File: src/logic/display_port_params.svh
// Purpose: Constants of the host command port: register indices, fields, command codes.
// Assumes: Included by the port module after the package is compiled.
// Notes:   Definitions only.
`ifndef DISPLAY_PORT_PARAMS_SVH
`define DISPLAY_PORT_PARAMS_SVH

// Direct register indices.
`define IX_CMD      3'h0
`define IX_DATA1    3'h1
`define IX_DATA3    3'h3
`define IX_AP_HI    3'h4
`define IX_AP_LO    3'h5
`define IX_MP_HI    3'h6
`define IX_MP_LO    3'h7

// Address decode.
`define ASN_SELECT  4'h2

// Command type field, upper nibble of the command register.
`define CT_TLM      4'h0
`define CT_TLA      4'h2
`define CT_TB       4'h3
`define CT_KRS      4'h4
`define CT_KRL      4'h5
`define CT_TSM      4'h6
`define CT_TSA      4'h7
`define CT_INY      4'hb
`define CT_MVB      4'hd
`define CT_MVD      4'he
`define CT_MVT      4'hf

// Whole command codes.
`define CMD_NOP     8'h91
`define CMD_MASK_SET 8'h99
`define CMD_MASK_CLR 8'h95

// Parameter bit positions.
`define PB_DIR      3
`define PB_PSEL     2
`define PB_INC      0

// Buffer move encodings.
`define MV_AP_TO_MP 2'h2
`define MV_STOP_END 2'h1

// Status bit positions.
`define ST_BUSY     7
`define ST_ALARM    6
`define ST_LXM      5
`define ST_LXA      4
`define ST_SYNC     2

// Row geometry.
`define COL_LAST    6'h27
`define BUF_LEN     15'h0028

// Reset values.
`define MASK_RST    1'b1

`endif

File: src/logic/display_port_pkg.sv
// Purpose: Types shared by the host command port and its bench.
// Assumes: Nothing.
// Notes:   Constants live in the params header.
package display_port_pkg;

    typedef struct packed {
        logic       latched_select;
        logic [3:0] auto_select_nibble;
        logic       execute_request_bit;
        logic [2:0] index;
    } host_addr_t;

    typedef struct packed {
        logic        req;
        logic        we;
        logic [14:0] addr;
        logic [7:0]  wdata;
    } mem_req_t;

    typedef enum logic [1:0] {
        ST_IDLE,
        ST_NEXT,
        ST_MEM
    } eng_state_t;

endpackage

File: src/logic/display_host_command_port.sv
// Purpose: Host side command port: address latch, direct registers, status, command engine.
// Assumes: All host pins and the sync input are asynchronous to mclk_i.
// Notes:   Memory is reached through a request/acknowledge port on mclk_i.
`timescale 1ns/1ps
`include "display_port_params.svh"

// Operation
// - Address strobe fall captures the eight bus lines and chip select.
// - Captured word splits into index, execute bit, select nibble, latched select.
// - Respond only when select nibble is 2 and latched select is low.
// - Unselected device floats its bus and changes no register.
// - Index 0 is command write and status read; 1 to 7 are arguments.
// - Command register: type in upper nibble, four parameters in lower nibble.
// - Direction 1 loads data registers, 0 takes data from them.
// - Increment bit requests post increment; pointer bit chooses auxiliary pointer in byte transfers.
// - Move source code 01 is main to auxiliary, 10 auxiliary to main.
// - Move stop code 01 stops at buffer end, 10 never stops.
// - Busy bit sets when a command starts and clears at completion.
// - Row end flag sets when that pointer holds column 39 before incrementing.
// - Alarm sets when a row end flag sets and an increment follows.
// - Status bit 2 shows the sync input, or zero while masked.
// - Bits 3, 1, 0 read zero; bits 3 to 6 clear at command start.
// - Execution starts at strobe trailing edge when selected with execute bit.
// - Arguments and command load in any order; commands may be relaunched.
// - Busy without execute bit: only status reads act, others are ignored.
// - Busy with execute bit: a command write aborts and launches the new command.
// - Long code transfer moves data regs 1 and 3, merging the attribute nibble.
// - Long code pairs sit in three buffers: even, odd, both nibbles.
// - Mask set forces status bit 2 low; mask clear lets it follow sync.
module display_host_command_port (
    input  wire logic                  mclk_i,
    input  wire logic                  rst_b_i,
    input  wire logic [7:0]            ad_i,
    output logic [7:0]                 ad_o,
    output logic                       ad_oe_o,
    input  wire logic                  address_strobe_i,
    input  wire logic                  data_strobe_i,
    input  wire logic                  rw_i,
    input  wire logic                  cs_b_i,
    input  wire logic                  sync_in_i,
    output display_port_pkg::mem_req_t mem_req_o,
    input  wire logic [7:0]            mem_rdata_i,
    input  wire logic                  mem_ack_i
);
    import display_port_pkg::*;

    ////////////////////////////////////////////////////////////////////////////////

    function automatic logic [15:0] bump(input logic [15:0] ptr, input logic y_ovf);
        logic [15:0] res;
        res = ptr;
        if (ptr[5:0] == `COL_LAST) begin
            res[5:0]  = 6'h00;
            res[15:8] = ptr[15:8] + {7'h00, y_ovf};
        end else begin
            res[5:0] = ptr[5:0] + 6'h01;
        end
        return res;
    endfunction

    // Buffers of one row are 40 bytes apart.
    function automatic logic [14:0] code_addr(input logic [7:0] hi, input logic [7:0] lo,
                                              input logic [1:0] buf_sel);
        logic [14:0] base;
        base = {hi[6:0], 8'h00};
        return base + (`BUF_LEN * {13'h0000, buf_sel}) + {9'h000, lo[5:0]};
    endfunction

    ////////////////////////////////////////////////////////////////////////////////
    // Pin synchronisers.

    logic [12:0] pin_s1_q;
    logic [12:0] pin_s2_q;
    logic [7:0]  ad_s;
    logic        as_s;
    logic        ds_s;
    logic        rw_s;
    logic        cs_b_s;
    logic        sync_s;

    always_ff @(posedge mclk_i) begin
        pin_s1_q <= {sync_in_i, cs_b_i, rw_i, data_strobe_i, address_strobe_i, ad_i};
        pin_s2_q <= pin_s1_q;
    end

    assign {sync_s, cs_b_s, rw_s, ds_s, as_s, ad_s} = pin_s2_q;

    ////////////////////////////////////////////////////////////////////////////////
    // Address phase and data phase decode.

    host_addr_t  addr_q;
    logic        ds_mode_q;
    logic        as_prev_q;
    logic        act_prev_q;
    logic        wr_prev_q;
    logic [7:0]  wdata_hold_q;
    logic        busy_q;

    wire         as_fall  = as_prev_q & ~as_s;
    wire         selected = (addr_q.auto_select_nibble == `ASN_SELECT)
                          & ~addr_q.latched_select;
    wire         is_r0    = (addr_q.index == `IX_CMD);
    // Data strobe high at the address edge selects the separate read/write strobe style.
    wire         rd_act   = selected & ~as_s & (ds_mode_q ? ~ds_s : (ds_s & rw_s));
    wire         wr_act   = selected & ~as_s & (ds_mode_q ? ~rw_s : (ds_s & ~rw_s));
    wire         act      = rd_act | wr_act;
    wire         acc_end  = act_prev_q & ~act;
    wire         wr_end   = acc_end & wr_prev_q;
    wire         wr_ok    = ~busy_q | (addr_q.execute_request_bit & is_r0);
    wire         commit   = wr_end & wr_ok;
    wire         launch   = acc_end & addr_q.execute_request_bit
                          & (~busy_q | (is_r0 & wr_prev_q));

    always_ff @(posedge mclk_i) begin
        if (!rst_b_i) begin
            addr_q       <= '0;
            ds_mode_q    <= 1'b0;
            as_prev_q    <= 1'b1;
            act_prev_q   <= 1'b0;
            wr_prev_q    <= 1'b0;
            wdata_hold_q <= 8'h00;
        end else begin
            as_prev_q  <= as_s;
            act_prev_q <= act;
            wr_prev_q  <= wr_act;
            if (as_fall) begin
                addr_q    <= {cs_b_s, ad_s};
                ds_mode_q <= ds_s;
            end
            if (wr_act) begin
                wdata_hold_q <= ad_s;
            end
        end
    end

    ////////////////////////////////////////////////////////////////////////////////
    // Command decode.

    logic [7:0]  arg_q [0:7];
    logic [7:0]  attr_q;
    logic [1:0]  step_q;
    eng_state_t  state_q;
    mem_req_t    mem_req_q;

    wire [7:0]   cmd_q   = arg_q[`IX_CMD];
    wire [3:0]   ctype   = cmd_q[7:4];
    wire         is_tl   = (ctype == `CT_TLM) | (ctype == `CT_TLA);
    wire         is_ts   = (ctype == `CT_TSM) | (ctype == `CT_TSA);
    wire         is_krs  = (ctype == `CT_KRS);
    wire         is_krl  = (ctype == `CT_KRL);
    wire         is_tb   = (ctype == `CT_TB);
    wire         is_mv   = (ctype == `CT_MVB) | (ctype == `CT_MVD) | (ctype == `CT_MVT);
    wire         ptr_cmd = is_tl | is_ts | is_krs | is_krl | is_tb;
    wire         dir_rd  = cmd_q[`PB_DIR];
    wire         inc     = cmd_q[`PB_INC];
    wire         use_aux = (ctype == `CT_TLA) | (ctype == `CT_TSA)
                         | (is_tb & cmd_q[`PB_PSEL]);

    wire [7:0]   p_hi    = use_aux ? arg_q[`IX_AP_HI] : arg_q[`IX_MP_HI];
    wire [7:0]   p_lo    = use_aux ? arg_q[`IX_AP_LO] : arg_q[`IX_MP_LO];
    wire         col_last = (p_lo[5:0] == `COL_LAST);

    wire [1:0]   nsteps  = is_tl  ? 2'd3 :
                           is_ts  ? 2'd2 :
                           is_krl ? (dir_rd ? 2'd2 : 2'd3) :
                           (is_krs | is_tb) ? 2'd1 :
                           is_mv  ? 2'd2 : 2'd0;

    // Buffer moves.
    wire         mv_src_aux = (cmd_q[3:2] == `MV_AP_TO_MP);
    wire         mv_no_stop = (cmd_q[1:0] != `MV_STOP_END);
    wire [15:0]  mp_ptr  = {arg_q[`IX_MP_HI], arg_q[`IX_MP_LO]};
    wire [15:0]  ap_ptr  = {arg_q[`IX_AP_HI], arg_q[`IX_AP_LO]};
    wire [15:0]  src_ptr = mv_src_aux ? ap_ptr : mp_ptr;
    wire [15:0]  dst_ptr = mv_src_aux ? mp_ptr : ap_ptr;
    wire         mv_stop = ~mv_no_stop & ((src_ptr[5:0] == `COL_LAST)
                                        | (dst_ptr[5:0] == `COL_LAST));
    wire [15:0]  mp_mv_next = bump(mp_ptr, mv_no_stop);
    wire [15:0]  ap_mv_next = bump(ap_ptr, 1'b0);

    // Memory operation for the current step.
    wire [2:0]   dreg    = (is_tl | is_ts) ? (3'(step_q) + 3'h1) : `IX_DATA1;
    wire [7:0]   merged  = p_lo[7] ? {arg_q[`IX_DATA3][3:0], attr_q[3:0]}
                                   : {attr_q[7:4], arg_q[`IX_DATA3][3:0]};
    wire [14:0]  op_addr = is_mv ? ((step_q == 2'd0) ? src_ptr[14:0] : dst_ptr[14:0]) :
                           is_tb ? {p_hi[6:0], p_lo} :
                           (is_krl & (step_q != 2'd0)) ? code_addr(p_hi, p_lo, 2'd2) :
                           (is_krl | is_krs) ? code_addr(p_hi, p_lo, {1'b0, p_lo[7]}) :
                           code_addr(p_hi, p_lo, step_q);
    wire         op_we   = is_mv ? (step_q == 2'd1) :
                           (is_krl & (step_q == 2'd1)) ? 1'b0 : ~dir_rd;
    wire [7:0]   op_wdata = (is_krl & (step_q == 2'd2)) ? merged : arg_q[dreg];

    // Long codes step through the odd half before moving to the next pair.
    wire [15:0]  krl_next = p_lo[7] ? bump({p_hi, 1'b0, p_lo[6:0]}, 1'b0)
                                    : {p_hi, 1'b1, p_lo[6:0]};
    wire [15:0]  xfer_next = is_krl ? krl_next : bump({p_hi, p_lo}, is_tb & ~use_aux);

    wire         st_next   = (state_q == ST_NEXT);
    wire         st_mem    = (state_q == ST_MEM);
    wire         rd_ack    = st_mem & mem_ack_i & ~mem_req_q.we;
    wire         mv_iter   = st_next & is_mv & (step_q == 2'd2);
    wire         finish    = st_next & ((~is_mv & (step_q == nsteps)) | (mv_iter & mv_stop));

    ////////////////////////////////////////////////////////////////////////////////
    // Direct registers.

    always_ff @(posedge mclk_i) begin
        if (!rst_b_i) begin
            for (int i = 0; i < 8; i++) begin
                arg_q[i] <= 8'h00;
            end
        end else begin
            if (commit) begin
                arg_q[addr_q.index] <= wdata_hold_q;
            end
            if (rd_ack) begin
                if (is_krl & (step_q == 2'd1)) begin
                    arg_q[`IX_DATA3] <= p_lo[7] ? {2{mem_rdata_i[7:4]}}
                                                : {2{mem_rdata_i[3:0]}};
                end else begin
                    arg_q[dreg] <= mem_rdata_i;
                end
            end
            if (finish & ptr_cmd & inc) begin
                if (use_aux) begin
                    {arg_q[`IX_AP_HI], arg_q[`IX_AP_LO]} <= xfer_next;
                end else begin
                    {arg_q[`IX_MP_HI], arg_q[`IX_MP_LO]} <= xfer_next;
                end
            end
            if (finish & (ctype == `CT_INY)) begin
                arg_q[`IX_MP_HI] <= arg_q[`IX_MP_HI] + 8'h01;
            end
            if (mv_iter) begin
                {arg_q[`IX_MP_HI], arg_q[`IX_MP_LO]} <= mp_mv_next;
                {arg_q[`IX_AP_HI], arg_q[`IX_AP_LO]} <= ap_mv_next;
            end
        end
    end

    ////////////////////////////////////////////////////////////////////////////////
    // Command engine. A new launch simply restarts it, which is how an abort works.

    always_ff @(posedge mclk_i) begin
        if (!rst_b_i) begin
            state_q   <= ST_IDLE;
            step_q    <= 2'd0;
            mem_req_q <= '0;
            attr_q    <= 8'h00;
        end else if (launch) begin
            state_q       <= ST_NEXT;
            step_q        <= 2'd0;
            mem_req_q.req <= 1'b0;
        end else begin
            unique case (state_q)
                ST_IDLE: begin
                    step_q <= 2'd0;
                end
                ST_NEXT: begin
                    if (mv_iter) begin
                        step_q  <= 2'd0;
                        state_q <= mv_stop ? ST_IDLE : ST_NEXT;
                    end else if (step_q < nsteps) begin
                        mem_req_q <= '{req: 1'b1, we: op_we, addr: op_addr, wdata: op_wdata};
                        state_q   <= ST_MEM;
                    end else begin
                        state_q <= ST_IDLE;
                    end
                end
                ST_MEM: begin
                    if (mem_ack_i) begin
                        mem_req_q.req <= 1'b0;
                        step_q        <= step_q + 2'd1;
                        state_q       <= ST_NEXT;
                        if (is_krl & (step_q == 2'd1)) begin
                            attr_q <= mem_rdata_i;
                        end
                    end
                end
            endcase
        end
    end

    ////////////////////////////////////////////////////////////////////////////////
    // Status flags.

    logic alarm_q;
    logic lxm_q;
    logic lxa_q;
    logic mask_q;

    always_ff @(posedge mclk_i) begin
        if (!rst_b_i) begin
            busy_q  <= 1'b0;
            alarm_q <= 1'b0;
            lxm_q   <= 1'b0;
            lxa_q   <= 1'b0;
            mask_q  <= `MASK_RST;
        end else if (launch) begin
            busy_q  <= 1'b1;
            alarm_q <= 1'b0;
            lxm_q   <= 1'b0;
            lxa_q   <= 1'b0;
        end else if (finish) begin
            busy_q <= 1'b0;
            if (ptr_cmd) begin
                lxm_q   <= ~use_aux & col_last;
                lxa_q   <= use_aux & col_last;
                alarm_q <= col_last & inc;
            end
            if (cmd_q == `CMD_MASK_SET) begin
                mask_q <= 1'b1;
            end
            if (cmd_q == `CMD_MASK_CLR) begin
                mask_q <= 1'b0;
            end
        end
    end

    ////////////////////////////////////////////////////////////////////////////////
    // Read path. Outputs are registered, so read data trails the strobe by a cycle.

    wire       sync_bit = ~mask_q & sync_s;
    wire [7:0] status   = {busy_q, alarm_q, lxm_q, lxa_q, 1'b0, sync_bit, 2'b00};
    // Argument reads while busy are not defined; zero is returned.
    wire [7:0] rd_data  = is_r0 ? status : (busy_q ? 8'h00 : arg_q[addr_q.index]);

    always_ff @(posedge mclk_i) begin
        if (!rst_b_i) begin
            ad_o    <= 8'h00;
            ad_oe_o <= 1'b0;
        end else begin
            ad_o    <= rd_data;
            ad_oe_o <= rd_act;
        end
    end

    assign mem_req_o = mem_req_q;

endmodule

File: config.mk
export PLATFORM = sky130hd
export DESIGN_NAME = display_host_command_port
export DESIGN_NICKNAME = d
export VERILOG_FILES = /design/src/logic/display_port_pkg.sv /design/src/logic/display_host_command_port.sv
export VERILOG_INCLUDE_DIRS = /design/src /design/src/logic
export SDC_FILE = /design/constraint.sdc
export NUM_CORES = 1
export LEC_CHECK = 0
export ABC_CLOCK_PERIOD_IN_PS = 4800
export BUFFER_PORTS_ARGS = -buffer_cell sky130_fd_sc_hd__buf_2
export CAP_MARGIN = 5
export CORE_MARGIN = 5
export CORE_UTILIZATION = 40
export CTS_CLUSTER_DIAMETER = 60
export DETAILED_ROUTE_END_ITERATION = 16
export PLACE_DENSITY_LB_ADDON = 0.1
export SKIP_LAST_GASP = 1
export SYNTH_ARGS = -nofsm -noshare
export SYNTH_HDL_FRONTEND = slang
export SYNTH_SLANG_ARGS = --single-unit
File: constraint.sdc
create_clock -name mclk_i -period 4.8 [get_ports mclk_i]
set_clock_uncertainty 0.15 [all_clocks]
set_input_delay 0.24 -clock mclk_i [delete_from_list [all_inputs] [get_ports mclk_i]]
set_output_delay 0.24 -clock mclk_i [all_outputs]
set_load 0.005 [all_outputs]
# Word-level counts from Yosys, hierarchy flattened
# Index checks and enable logic that the tools add are counted.
[word_totals] regBits=162 out_inout_bits=34
[classes] n_addsub=14 multipliers=2 order_cmp=5 eq_ne=31 muxes=72 bitwise_logic=68 reduce_logical=21
[ops] cell="$mux W64" n=3
[ops] cell="$mux W8" n=18
[ops] cell="$bwmux W64" n=2
[ops] cell="$mux W15" n=7
[ops] cell="$mux W32" n=3
[ops] cell="$mux W25" n=2
[ops] cell="$bmux W8 S3" n=2
[ops] cell="$demux W8 S3" n=2
[ops] cell="$mux W16" n=3
[ops] cell="$add A15 B6 Y15" n=3
[ops] cell="$and A1 B1 Y1" n=34
[ops] cell="$eq A6 B6 Y1 const B" n=5
[ops] cell="$mux W24" n=1
[ops] cell="$mux W2" n=10
[ops] cell="$add A6 B1 Y6 const B" n=3
[ops] cell="$mux W6" n=3
[ops] cell="$or A1 B1 Y1" n=17
[ops] cell="$add A8 B1 Y8" n=2
[ops] cell="$eq A4 B3 Y1 const B" n=4
[ops] cell="$eq A4 B4 Y1 const B" n=4
[ops] cell="$eq A8 B8 Y1 const B" n=2
[ops] cell="$add A15 B7 Y15" n=1
[ops] cell="$add A15 B7 Y15 const B" n=1
[ops] cell="$add A15 B8 Y15" n=1
[ops] cell="33 further kinds" n=80

# Depth between registers and ports, before layout
[depth] word_depth=18 depth_mapped=15 ltp_nobuf=13

# Least setup slack after synthesis
# OpenSTA, ideal clock, no wires.
[synth_path] kind="reg-to-reg" start="register arg_q, in the netlist cmd_q[6]" end="register arg_q[8] (netlist bit)" setup_ns=0.117 t_arrival_ns=3.216 t_required_ns=4.533 path_slack_ns=1.316 path_stages_with_launch=15 path_buffers=3 synth_period_minus_slack_ns=3.484 cell_sequence="dfxtp_1 > clkbuf_1 > or3b_1 > buf_2 > nand3_1 > buf_4 > mux2i_1 > inv_1 > ha_1 > and4b_1 > and4_1 > a31oi_1 > mux2_2 > o2bb2ai_1 > a32o_1"
[synth_via] elab_chain_cells=17 word_cells_on_any_way=63
[synth_rtl] element="from (decl)" line_no="display_host_command_port.sv:139" text="logic [7:0] arg_q [0:7];"
[synth_rtl] element="from (signal, indexed assignment)" line_no="display_host_command_port.sv:215" text="arg_q[addr_q.index] <= wdata_hold_q;"
[synth_rtl] element="from (signal, indexed assignment)" line_no="display_host_command_port.sv:219" text="arg_q[`IX_DATA3] <= p_lo[7] ? {2{mem_rdata_i[7:4]}}"
[synth_rtl] element="from (signal, indexed assignment)" line_no="display_host_command_port.sv:222" text="arg_q[dreg] <= mem_rdata_i;"
[synth_rtl] element="branches (longest 17 deep; another with $ge A4 B4 Y1)"
# Parallel ways; which one is timed is not known. The select of a mux whose other input is x is not followed.
# A chain may end at the register's enable or synchronous reset.

# Worst setup path after layout
[layout_path] start="register arg_q, in the netlist cmd_q[6]" end="register arg_q, in the netlist ap_ptr[12]"
[layout_via] elab_chain_cells=16 word_cells_on_any_way=59
[layout_rtl] element="branches (longest 16 deep; another with $ge A4 B4 Y1)"
# Parallel ways; which one is timed is not known. The select of a mux whose other input is x is not followed.

==> metrics.md <==
| Metric | Value |
|---|---|
| Sink Count | 162 |
| Lkg Pwr | 4.67 nW |
| Worst VDD drop | 0.000181 V |
| Busiest grt layer | met2 |
| Vias in the first global route | 9,824 |
| Reg power frac | 45.6% |
| Sequential fraction of the synthesis area | 31.2% |
| Max Clock Freq | about 240 MHz |
| CP Capture Type | register |
| Reg clk slew, reported paths | 0.08 ns |
| Endpoints failing hold | 0 |
| Period utilisation layout | 85.4% |
| Switching part of the total power | between 20 and 30% |
| Clk root buf | clkbuf_16 |
| # port buffers | 57 |
| Final net count | between 1,000 and 1,500 |
| CP max-delay cell | or4b_1 |
| Flops & latches, synth | 162 |
| Largest net degree at the start of global routing | between 40 and 50 |
| Initial Util | 40.2% |
| Die width | approximately 170 um |
| PostCTS Resize Cnt | 0 |
| Combinational share of power | 4.5% |
| Number of setup violations in the final report | 0 |
| Hold Crit Class | input pin to register |
| CP Launch Type | register |
| Crit Path Class | register to register |
| Global placer's final weighted congestion | 0.944 |
| Max-Cap Viols | 0 |
| Ys async rst share | 0% |
| Post-synth top flop | dfxtp_1 |
| Critical Path RT | 4.98 ns |
| CTS tree | done |
| Met1 usage | 39.2% |
| CP cell instances | or3b_1 -> nand3_1 -> buf_4 -> mux2_2 -> inv_1 -> ha_1 -> nand2_1 -> or4b_1 -> or2_1 -> a21oi_1 -> nor2b_1 -> o31a_1 |
| Outcome | completed |
| Post-Syn Area | 0.0104 mm^2 |
| Area grow syn2layout | 12.4% |
| Antenna-violating nets left | 0 |
| DRT iter0 DRCs | about 1,300 |
| Mapped Nets | 1,330 |
| Clk network pwr share | 49.9% |
| Mapped Cells | about 1,300 |
| I/O Pins | 58 |
| P_int | between 2 and 2.5 mW |
| Post-route core utilization | 45.2% |
| Slew headroom | 32.2% |
| Yosys warning count | 0 |
| Initial antenna violation count | 0 |
| Critical path peak fanout | 19 |
| TritonRoute pass-1 iters | 7 |
| Synth unique cells | 88 |
| Core area | approximately 0.026 mm^2 |
| Sw Pwr | 0.847 mW |
| Tmin final | 4.10 ns |
| Vias/cell | approximately 6.3 |
| Slew Limit Fails | 0 |
| # rows | 59 |
| EDFF count, synth | 0 |
| DRC | 0 |
| Setup TNS | 0 ns |
| PwrDens | 258 mW/mm^2 |
| CTS max path bufs | 2 |
| Grt met3 use | 5.29% |
| Met2 usage | 43.8% |
| WL final | 41,500 um |
| RSZ-0062 raised after global routing | false |
| First-pass GRT wire length | 62,600 um |
| Worst-Skew Late Latency | 0.44 ns |
| WL/cell | approximately 25 um |
| Num CTS Buffers | 17 |
| Diode count | 0 |
| Avg Synthesized Cell Area | ~8 um^2 |
| Via count | 10,300 |
| Post-CTS Setup Bufs | 0 |
| Grt ovf | 0 |
| Crit path DAT | 4.27 ns |
| Gr usage total | 28.3% |
| Die Y-Extent | 171 um |
| DIE AREA | 0.0293 mm^2 |
| H-tree levels | 4 |
| Fraction of layout cells with a size suffix above 1 | 14.1% |
| Slowest cell delay on critical path | 0.60 ns |
| Final HPWL DP | roughly 29,000 um |
| Least-Margin Pin Slew | slightly above 1 ns |
[placed cells by master (no fill, tap or decap), types with 19 or more instances in the layout]
master / n
dfxtp_1: 162
nor2_1: 128
a21oi_1: 113
mux2i_1: 109
nand2_1: 97
o21ai_0: 86
buf_2: 57
nand3_1: 41
buf_4: 40
mux2_2: 26
ha_1: 22
a211oi_1: 21
nand4_1: 19
[routing by layer]
layer | vias to the layer above | wire [um]
met1 | 4918 | 17700
met5 | - | 0
met3 | 121 | 3540
met2 | 524 | 18400
li1 | 4785 | -
met4 | 0 | 1790
[final timing paths]
path / start / endpoint / slack [ns] / depth (start not counted)
setup / recovery: cmd_q[6]$_SDFF_PN0_ / ap_ptr[12]$_SDFFE_PN0P_ / 0.70 / 12
hold / removal: mem_ack_i / state_q[1]$_SDFFE_PP0P_ / 0.06 / 4
setup reg to reg: cmd_q[6]$_SDFF_PN0_ / ap_ptr[12]$_SDFFE_PN0P_ / 0.70 / 12
hold reg to reg: pin_s1_q[5]$_DFF_P_ / pin_s2_q[5]$_DFF_P_ / 0.18 / 0
[flip-flops by register name, indices dropped and copies added, names as in the netlist, 2 cells and up]
register / flops
arg_q: 40
mem_req_o: 25
ap_ptr: 14
pin_s1_q: 13
pin_s2_q: 13
addr_q: 9
ad_o: 8
attr_q: 8
cmd_q: 8
wdata_hold_q: 8
ap_mv_next: 2
state_q: 2
step_q: 2
[what timing repair did]
item / 4_1_cts / 5_1_grt
hold buffers: 13 / 0
endpoints found under the hold margin: 13 / 0
endpoints found under the setup margin: 0 / 0
[final cells by class]
| type | instances | area [um^2] |
|---|---|---|
| fillers | 2646 | 14200 |
| multi-input cells | 986 | 6600 |
| flip-flops and latches | 162 | 3240 |
| repair buffers | 110 | 716 |
| clock buffers | 17 | 425 |
| well taps | 335 | 419 |
| clock inverters | 15 | 210 |
| inverters | 18 | 67.6 |
[through the flow]
step           instance area, um^2  total power, mW  setup WS (ns)  hold slack [ns]  instances
2_1_floorplan                10400             1.48           1.32            0.118       1283
3_3_place_gp                 10900             1.53          0.894            0.161       1598
3_5_place_dp                 10900             1.53          0.847            0.162       1598
4_1_cts                      11700             3.02          0.809           0.0555       1643
5_1_grt                      11700             3.10          0.540           0.0838       1643
6_report                     11700             3.01          0.702           0.0599       1643
[kinds of logic after synthesis]
logic type	after synthesis	synth area share, %
AND/OR/NAND/NOR	407	19.8
AO/OA/AOI/OAI	392	24.5
flip-flops	162	31.2
multiplexers	139	14.2
buffers and inverters	135	5.39
XOR/XNOR	25	2.11
adder cells (fa/ha/maj)	23	2.84
[critical path: cells and delay by family, from the launching register on]
| kind | cells | cell delay, ns |
|---|---|---|
| and+or+nand+nor | 6 | 1.80 |
| buffers and inverters | 2 | 0.37 |
| AOI/OAI and AO/OA | 2 | 0.43 |
| muxes | 1 | 0.45 |
| adders and majority gates | 1 | 0.24 |
| DFF | 1 | 0.52 |
[synthesized netlist by cell type (15+ instances only)]
cell type	instances	area (um^2)
mux2_2	26	293
a211oi_1	21	158
ha_1	22	275
inv_1	17	63.8
nand4_1	19	119
clkbuf_1	88	330
a21oi_1	113	566
o22ai_1	15	93.8
a211o_1	16	140
a311oi_1	18	158
a31oi_1	16	100
dfxtp_1	162	3240
buf_2	17	85.1
o21ai_0	86	430
nor3_1	17	85.1
nand3_1	41	205
mux2i_1	109	1090
nor2_1	128	480
nand2_1	97	364
[power groups by stage]
stage	Sequential, mW	Combinational (mW)	Clock (mW)
final	1.37	0.136	1.50
after global routing	1.38	0.145	1.58
after CTS	1.37	0.134	1.52
after detailed placement	1.40	0.126	0
after global placement	1.40	0.126	0
after floorplan	1.40	0.0786	0
(Power assumes the default switching activity.)
